`config.mk`:
```
export PLATFORM = sky130hd
export DESIGN_NAME = gyro_spi_register_port
export DESIGN_NICKNAME = d
export VERILOG_FILES = /design/src/verilog/gyro_spi_pkg.sv /design/src/verilog/pin_sync.sv /design/src/verilog/gyro_spi_register_port.sv
export SDC_FILE = /design/constraint.sdc
export NUM_CORES = 1
export LEC_CHECK = 0
export ABC_AREA = 1
export BUFFER_PORTS_ARGS = -buffer_cell sky130_fd_sc_hd__buf_2
export CELL_PAD_IN_SITES_DETAIL_PLACEMENT = 0
export CELL_PAD_IN_SITES_GLOBAL_PLACEMENT = 1
export CORE_MARGIN = 5
export CORE_UTILIZATION = 48
export DETAILED_ROUTE_END_ITERATION = 7
export GPL_TIMING_DRIVEN = 0
export PLACE_DENSITY = 0.85
export RECOVER_POWER = 100
export SYNTH_ARGS = -nofsm -noshare
export SYNTH_HDL_FRONTEND = slang
export SYNTH_SLANG_ARGS = --single-unit
export TNS_END_PERCENT = 10
```
`constraint.sdc`:
```
create_clock -name ref_clk -period 12.6 [get_ports ref_clk]
set_clock_uncertainty 0.2 [all_clocks]
set_input_delay 1.26 -clock ref_clk [delete_from_list [all_inputs] [get_ports ref_clk]]
set_output_delay 1.26 -clock ref_clk [all_outputs]
set_load 0.005 [all_outputs]
```
`src/verilog/gyro_spi_pkg.sv`:
```
// Shared constants for the rate sensor serial register port.
package gyro_spi_pkg;

  // ---------------------------------------------------------------------------
  // Clock and timing
  // ---------------------------------------------------------------------------
  localparam int CLK_HZ          = 100_000_000;
  localparam int CLK_PERIOD_NS   = 10;
  localparam int SAMPLE_RATE_SPS = 2429;
  // Longest whole count of cycles that still meets the sample rate.
  localparam int SAMPLE_CYCLES   = CLK_HZ / SAMPLE_RATE_SPS;
  localparam int DRDY_TIME_NS    = 1000;
  localparam int DRDY_CYCLES     = (DRDY_TIME_NS + CLK_PERIOD_NS - 1) / CLK_PERIOD_NS;
  localparam int STALL_TIME_US   = 9;
  localparam int SCLK_MAX_KHZ    = 2500;

  // ---------------------------------------------------------------------------
  // Frame layout
  // ---------------------------------------------------------------------------
  localparam int FRAME_BITS = 16;
  localparam int RW_BIT     = 15;
  localparam int ADDR_MSB   = 14;
  localparam int ADDR_LSB   = 8;
  localparam int OUT_ND_BIT = 15;
  localparam int OUT_EA_BIT = 14;

  // ---------------------------------------------------------------------------
  // Byte addresses of the lower bytes of the readable output words
  // ---------------------------------------------------------------------------
  localparam logic [6:0] ADDR_RATE     = 7'h04;
  localparam logic [6:0] ADDR_RATE_EXT = 7'h06;
  localparam logic [6:0] ADDR_TEMP     = 7'h0C;

  // ---------------------------------------------------------------------------
  // Reset values and full frame bit count
  // ---------------------------------------------------------------------------
  localparam logic [15:0] WORD_RESET  = 16'h0000;
  localparam logic [5:0]  SEL_RESET   = 6'h00;
  localparam logic [4:0]  COUNT_RESET = 5'h00;
  localparam logic [4:0]  COUNT_FULL  = 5'h10;

  // Frame engine states.
  typedef enum logic [1:0] {
    FRAME_IDLE  = 2'b01,
    FRAME_SHIFT = 2'b10
  } frame_state_t;

endpackage

```
`src/verilog/pin_sync.sv`:
```
// Two-flop synchroniser for pins arriving from outside the clock domain.
`timescale 1ns/10ps
module pin_sync #(
  parameter int          WIDTH    = 1,
  parameter logic [WIDTH-1:0] RESET_VAL = '0
) (
  input  wire logic             ref_clk,
  input  wire logic             rst,
  input  wire logic [WIDTH-1:0] pin_in,
  output logic      [WIDTH-1:0] pin_sync_out
);

  logic [WIDTH-1:0] meta_q;

  always_ff @(posedge ref_clk or posedge rst) begin
    if (rst) begin
      meta_q       <= RESET_VAL;
      pin_sync_out <= RESET_VAL;
    end else begin
      meta_q       <= pin_in;
      pin_sync_out <= meta_q;
    end
  end

endmodule // pin_sync

```
`src/verilog/gyro_spi_register_port.sv`:
```
// Serial slave register port with autonomous sample cycle and data-ready line.
// How it works
// - Output data line changes only at chip select fall and after detected falling serial clock edges.
// - Input data bit is sampled on each of the first 16 detected rising serial clock edges of a frame.
// - Port is selected only while chip select is low.
// - Each sample cycle end drives a high pulse on digital line one.
// - Sample engine runs from reset with no master configuration.
// - A read request frame is answered in the following frame.
// - Next request shifts in while previous answer shifts out.
// - Requests 0x0400, 0x0600, 0x0C00 return rate, extended rate, temperature.
// - Both byte addresses of a 16-bit word select that word.
// - Answer data is driven only after a read request frame.
// - Output line is released while chip select is high.
// - MSB appears at chip select fall, later bits after falling edges.
`timescale 1ns/10ps
module gyro_spi_register_port #(
  parameter int SAMPLE_CYCLES = gyro_spi_pkg::SAMPLE_CYCLES
) (
  input  wire logic        ref_clk,
  input  wire logic        rst,
  input  wire logic        sclk,
  input  wire logic        cs_n,
  input  wire logic        din,
  input  wire logic        reset_pin_n,
  input  wire logic [13:0] rate_data,
  input  wire logic [15:0] rate_output_extended,
  input  wire logic [13:0] temp_data,
  input  wire logic        alarm_flag,
  output logic             dout,
  output logic             dout_oe,
  output logic             config_digital_line_one,
  output logic             config_digital_line_one_oe
);

  // ---------------------------------------------------------------------------
  // Pin synchronisers and edge detection
  // ---------------------------------------------------------------------------
  logic [3:0] pins_s;
  logic       sclk_prev_q;
  logic       cs_n_prev_q;

  // Every pin leaves reset at its idle level, so no false clock edge follows reset.
  pin_sync #(.WIDTH(4), .RESET_VAL(4'hF)) pin_sync_i (
    .ref_clk      (ref_clk),
    .rst          (rst),
    .pin_in       ({reset_pin_n, sclk, cs_n, din}),
    .pin_sync_out (pins_s)
  );

  wire reset_pin_n_s = pins_s[3];
  wire sclk_s        = pins_s[2];
  wire cs_n_s        = pins_s[1];
  wire din_s         = pins_s[0];
  wire selected      = ~cs_n_s;
  wire sclk_rise     = sclk_s & ~sclk_prev_q & selected;
  wire sclk_fall     = ~sclk_s & sclk_prev_q & selected;
  wire cs_fall       = ~cs_n_s & cs_n_prev_q;
  wire cs_rise       = cs_n_s & ~cs_n_prev_q;

  always_ff @(posedge ref_clk or posedge rst) begin
    if (rst) begin
      sclk_prev_q <= 1'b1;
      cs_n_prev_q <= 1'b1;
    end else begin
      sclk_prev_q <= sclk_s;
      cs_n_prev_q <= cs_n_s;
    end
  end

  // ---------------------------------------------------------------------------
  // Sample engine
  // ---------------------------------------------------------------------------
  logic [16:0] smp_cnt_q;
  logic [7:0]  drdy_cnt_q;
  logic [15:0] rate_q;
  logic [15:0] rate_ext_q;
  logic [15:0] temp_q;
  logic        line_one_q;
  logic        line_one_oe_q;

  // The reset pin restarts the sample cycle; the synchronous path keeps it glitch safe.
  wire         sample_end = reset_pin_n_s && (smp_cnt_q == 17'(SAMPLE_CYCLES - 1));
  wire [16:0]  smp_cnt_d  = (!reset_pin_n_s || sample_end) ? 17'h00000 : smp_cnt_q + 17'h00001;
  wire [7:0]   drdy_cnt_d = sample_end ? 8'(gyro_spi_pkg::DRDY_CYCLES) :
                            (drdy_cnt_q != 8'h00) ? drdy_cnt_q - 8'h01 : 8'h00;

  always_ff @(posedge ref_clk or posedge rst) begin
    if (rst) begin
      smp_cnt_q  <= 17'h00000;
      drdy_cnt_q    <= 8'h00;
      line_one_q    <= 1'b0;
      line_one_oe_q <= 1'b0;
    end else begin
      smp_cnt_q     <= smp_cnt_d;
      drdy_cnt_q    <= drdy_cnt_d;
      line_one_q    <= (drdy_cnt_d != 8'h00);
      line_one_oe_q <= 1'b1;
    end
  end

  // ---------------------------------------------------------------------------
  // Frame engine
  // ---------------------------------------------------------------------------
  gyro_spi_pkg::frame_state_t state_q;
  logic [15:0] rx_q;
  logic [15:0] tx_q;
  logic [4:0]  bits_q;
  logic [5:0]  sel_q;
  logic        tx_valid_q;
  logic        dout_q;
  logic        dout_oe_q;

  // Both byte addresses of a word drop the byte bit and land on the same index.
  function automatic logic [5:0] word_index(input logic [6:0] byte_addr);
    word_index = byte_addr[6:1];
  endfunction

  wire [6:0]  req_addr  = rx_q[gyro_spi_pkg::ADDR_MSB:gyro_spi_pkg::ADDR_LSB];
  wire        req_read  = ~rx_q[gyro_spi_pkg::RW_BIT];
  wire        frame_ok  = cs_rise && (bits_q == gyro_spi_pkg::COUNT_FULL);
  wire        sel_rate  = (sel_q == word_index(gyro_spi_pkg::ADDR_RATE));
  wire        sel_ext   = (sel_q == word_index(gyro_spi_pkg::ADDR_RATE_EXT));
  wire        sel_temp  = (sel_q == word_index(gyro_spi_pkg::ADDR_TEMP));
  wire [15:0] tx_word   = sel_rate ? rate_q : sel_ext ? rate_ext_q :
                          sel_temp ? temp_q : gyro_spi_pkg::WORD_RESET;
  wire        load      = cs_fall && tx_valid_q;
  wire        shift_out = sclk_fall && (bits_q != gyro_spi_pkg::COUNT_RESET) &&
                          (bits_q != gyro_spi_pkg::COUNT_FULL);
  wire        in_shift  = (state_q == gyro_spi_pkg::FRAME_SHIFT);

  always_ff @(posedge ref_clk or posedge rst) begin
    if (rst) begin
      state_q <= gyro_spi_pkg::FRAME_IDLE;
    end else begin
      unique case (state_q)
        gyro_spi_pkg::FRAME_IDLE: begin
          if (cs_fall) begin
            state_q <= gyro_spi_pkg::FRAME_SHIFT;
          end
        end
        gyro_spi_pkg::FRAME_SHIFT: begin
          if (cs_n_s) begin
            state_q <= gyro_spi_pkg::FRAME_IDLE;
          end
        end
      endcase
    end
  end

  always_ff @(posedge ref_clk or posedge rst) begin
    if (rst) begin
      rx_q   <= gyro_spi_pkg::WORD_RESET;
      bits_q <= gyro_spi_pkg::COUNT_RESET;
    end else if (cs_fall) begin
      bits_q <= gyro_spi_pkg::COUNT_RESET;
    end else if (sclk_rise && in_shift && bits_q != gyro_spi_pkg::COUNT_FULL) begin
      rx_q   <= {rx_q[14:0], din_s};
      bits_q <= bits_q + 5'h01;
    end
  end

  // A short frame leaves no pending answer and a long frame keeps only its first 16 bits, so a stray burst cannot misalign reads.
  always_ff @(posedge ref_clk or posedge rst) begin
    if (rst) begin
      sel_q      <= gyro_spi_pkg::SEL_RESET;
      tx_valid_q <= 1'b0;
    end else if (cs_rise) begin
      sel_q      <= word_index(req_addr);
      tx_valid_q <= frame_ok && req_read;
    end
  end

  always_ff @(posedge ref_clk or posedge rst) begin
    if (rst) begin
      tx_q      <= gyro_spi_pkg::WORD_RESET;
      dout_q    <= 1'b0;
      dout_oe_q <= 1'b0;
    end else begin
      dout_oe_q <= selected && tx_valid_q;
      if (load) begin
        tx_q   <= tx_word;
        dout_q <= tx_word[15];
      end else if (shift_out && tx_valid_q) begin
        tx_q   <= {tx_q[14:0], 1'b0};
        dout_q <= tx_q[14];
      end
    end
  end

  // ---------------------------------------------------------------------------
  // Output words, new-data flag on rate and temperature only; a fresh sample wins over a read clear
  // ---------------------------------------------------------------------------
  wire ea = alarm_flag;

  always_ff @(posedge ref_clk or posedge rst) begin
    if (rst) begin
      rate_q     <= gyro_spi_pkg::WORD_RESET;
      rate_ext_q <= gyro_spi_pkg::WORD_RESET;
      temp_q     <= gyro_spi_pkg::WORD_RESET;
    end else if (sample_end) begin
      rate_q     <= {1'b1, ea, rate_data};
      rate_ext_q <= rate_output_extended;
      temp_q     <= {1'b1, ea, temp_data};
    end else begin
      if (load && sel_rate) begin
        rate_q[gyro_spi_pkg::OUT_ND_BIT] <= 1'b0;
      end
      if (load && sel_temp) begin
        temp_q[gyro_spi_pkg::OUT_ND_BIT] <= 1'b0;
      end
    end
  end

  assign dout                       = dout_q;
  assign dout_oe                    = dout_oe_q;
  assign config_digital_line_one    = line_one_q;
  assign config_digital_line_one_oe = line_one_oe_q;
endmodule // gyro_spi_register_port

```
==> run_results.csv <==
group,metric,value,unit
global_routing,grt-ovfl-total,0,
power,comb_power_share,4.7,%
sta,setup-violations-final,0,
synth,synth.distinct_cells,35,
synth,ys_ff_latch,131,
power,switching_share,21.9,%
worst_setup_path,path_class,"primary input to asynchronous set/reset pin",
synth,synth_cells,725,
floorplanning,coreArea,12500,um^2
worst_setup_path,rr_worst_depth,10,
worst_hold_path,min_path_type,"flip-flop to flip-flop",
outcome,failed_checks,"max-capacitance violations, max-slew violations",
layout,fill_cells,1160,
synth,synth_top_area_share,49.7,%
sta,post-route-period-util,20.8,%
worst_setup_path,reg2reg_slack,10150,ps
floorplanning,start_util,48.4,%
cts,clk_latency,420,ps
worst_setup_path,end_kind,"asynchronous set/reset pin",
worst_hold_path,hold_depth,0,
detailed_routing,wl_per_cell,14.0,um
placement,place_hpwl,10000,um
worst_setup_path,worstReg2RegEnd,"temp_q[1]",
power,power.density,139,nW/um^2
power,p_int,0.000769,W
placement,io_buffers,54,
power,ir_drop,0.000110,V
synth,synth_area_leaders,"dfrtp_1, nand2_1, o21ai_0",
cts,clkTransAtPathRegs,50,ps
floorplanning,die_h,122,um
worst_hold_path,hp-start,"pin_sync_i.meta_q[0]",
sta,finalHoldViolCount,0,
floorplanning,io_pins,55,
outcome,outcome,"finished with violations",
worst_setup_path,worstPathArrival,2930,ps
power,pwr-share-clk,50.2,%
global_routing,antenna_found_initial,0,
layout,multi_input_area,2210,um^2
worst_setup_path,cp.required,12910,ps
detailed_routing,num_vias,4925,
layout,instances_no_fill,984,
global_routing,grt_max_degree,93,
detailed_routing,drt-total-wl,13800,um
job,max-cap-violations,1,
floorplanning,die-area,14900,um^2
cts,tritoncts,"built",
cts,numCtsBuffers,17,
detailed_routing,viasPerCell,5.01,
synth,syn_area_per_cell,8.33,um^2
sta,layout_min_cycle_time,2620,ps
cts,root_buffer,"clkbuf_16",
synth,seq_area_frac_synth,54.5,%
layout,diodes,0,
synth,synth_top_area_cell,"dfrtp_1",
cts,cts_setup_buffers,0,
sta,max_slew_margin,-24.0,%
power,switchingPower,0.000216,W
synth,synth_fp_nets,782,
worst_setup_path,rr_startpoint,"smp_cnt_q[0]",
detailed_routing,drt_iter0_drc,471,
cts,htree_levels,4,
global_routing,grt_pass1_wl,23200,um
worst_setup_path,crit_fanout,92,
sta,rsz0062_at_grt,"no",
cts,clock-sinks,131,
cts,clock_path_buffers,2,
floorplanning,num_rows,41,
global_routing,grt_pass1_vias,4767,
sta,fin_tns_setup,0,ps
power,pwr-share-seq,45.1,%
detailed_routing,drtAntennaViolNets,0,
layout,finalNetCount,856,
sta,worst_pin_slew,1850,ps
layout,syn_to_final_growth,17.3,%
placement,dp_cells,952,
layout,seq_area,3290,um^2
cts,cts_resized,0,
worst_hold_path,whs_endpoint,"pin_sync_i.pin_sync_out[0]",
synth,yosysWarningCount,0,
power,p_leak,3.66,nW
synth,syn_area,6040,um^2
layout,drive_above_1_share,13.5,%
cts,cts_hold_buf,0,
global_routing,track_usage,20.3,%
detailed_routing,drc_errors,0,
sta,final_max_slew_viol_count,40,
floorplanning,die_w,122,um
detailed_routing,first_pass_iters,5,
worst_setup_path,cp-start-kind,"primary input",
placement,gp_congestion,0.895,
sta,timing.fmax,382,MHz
cell usage after synthesis (all sizes together):
master,count
ha,6
o21ai,77
buf,12
xnor2,2
clkbuf,13
nor3b,2
a21oi,17
nand2,177
a211oi,1
dfrtp,120
inv,99
o21bai,3
nor3,13
a21o,1
xor2,9
o22ai,1
o31ai,1
nand3,49
nand3b,1
nor2,82
or2,1
conb,1
dfstp,11
o211ai,9
nand4,17
placed cells by master (no fill, tap or decap), drive strengths merged, types with 3 or more instances in the layout:
cell type	count
nor2	82
nand4	17
inv	98
nand2	177
dfstp	11
o21ai	77
nor3	13
o211ai	9
nand3	49
ha	6
dfrtp	120
o21bai	3
clkbuf	47
clkinv	6
xor2	9
a21oi	17
buf	56
registers in the layout (all words and copies together), names as in the netlist:
| signal | count |
|---|---|
| sclk_prev_q | 1 |
| tx_q | 15 |
| sel_q | 6 |
| config_digital_line_one_oe | 1 |
| pin_sync_i.meta_q | 4 |
| pin_sync_i.pin_sync_out | 4 |
| rx_q | 16 |
| temp_q | 15 |
| bits_q | 5 |
| rate_ext_q | 16 |
| drdy_cnt_q | 8 |
| config_digital_line_one | 1 |
| tx_valid_q | 1 |
| dout | 1 |
| smp_cnt_q | 17 |
| dout_oe | 1 |
| cs_n_prev_q | 1 |
| rate_q | 16 |
| state_q | 2 |
metal layers:
| layer | global-route usage, % | wire length, um |
|---|---|---|
| met4 | 8.12 | 225 |
| met5 | 0 | 0 |
| met2 | 30.4 | 6370 |
| met1 | 28.2 | 6520 |
| met3 | 5.29 | 689 |
worst max-delay path by stage:
stage          slack [ps]  startpoint                         end  depth (start not counted)
2_1_floorplan        7660         rst                   bits_q[0]                          1
3_3_place_gp         6270         rst               drdy_cnt_q[0]                          2
3_5_place_dp        10300         rst  pin_sync_i.pin_sync_out[1]                          3
4_1_cts             10210        dout                        dout                          1
5_1_grt              9700         rst                 sclk_prev_q                          3
6_report             9980         rst                 sclk_prev_q                          3
per-stage QoR:
step	power [W]	cell area [um^2]	hold slack, ps	setup slack, ps	util, %
finish	0.000985	7090	154	9980	56.9
global route	0.00103	7090	157	9700	56.9
CTS	0.000996	7160	155	10210	57.4
detailed placement	0.000499	6560	147	10300	52.6
global placement	0.000496	6530	146	6270	52.3
floorplan	0.000480	6040	145	7660	-
critical path, stage by stage:
cell	delay, ps
buf_2	100
clkinvlp_2	1060
buf_16	450
power groups by stage:
stage	clock network (W)	logic (W)	registers, W
after floorplan	0	0.0000295	0.000450
after global placement	0	0.0000448	0.000451
after detailed placement	0	0.0000476	0.000452
after CTS	0.000503	0.0000481	0.000445
after global routing	0.000525	0.0000543	0.000446
final	0.000495	0.0000460	0.000445
kinds of logic after synthesis:
family	after synthesis	synth area share, %
compound gates	110	10.0
xor+xnor	11	1.60
fa+ha+maj	6	1.24
buf+inv	124	8.29
flops	131	54.5
other cells	1	0.0621
simple gates	342	24.3
cell type report:
| type | count | area share (%) |
|---|---|---|
| multi-input combinational | 470 | 31.2 |
| inverter | 99 | 5.26 |
| timing repair buffer | 55 | 4.15 |
| buffer | 25 | 1.43 |
| sequential | 131 | 46.5 |
| tap | 172 | 3.04 |
| clock buffer | 23 | 7.03 |
| clock inverter | 9 | 1.43 |
Note: power is estimated with default switching activity, not from simulation.
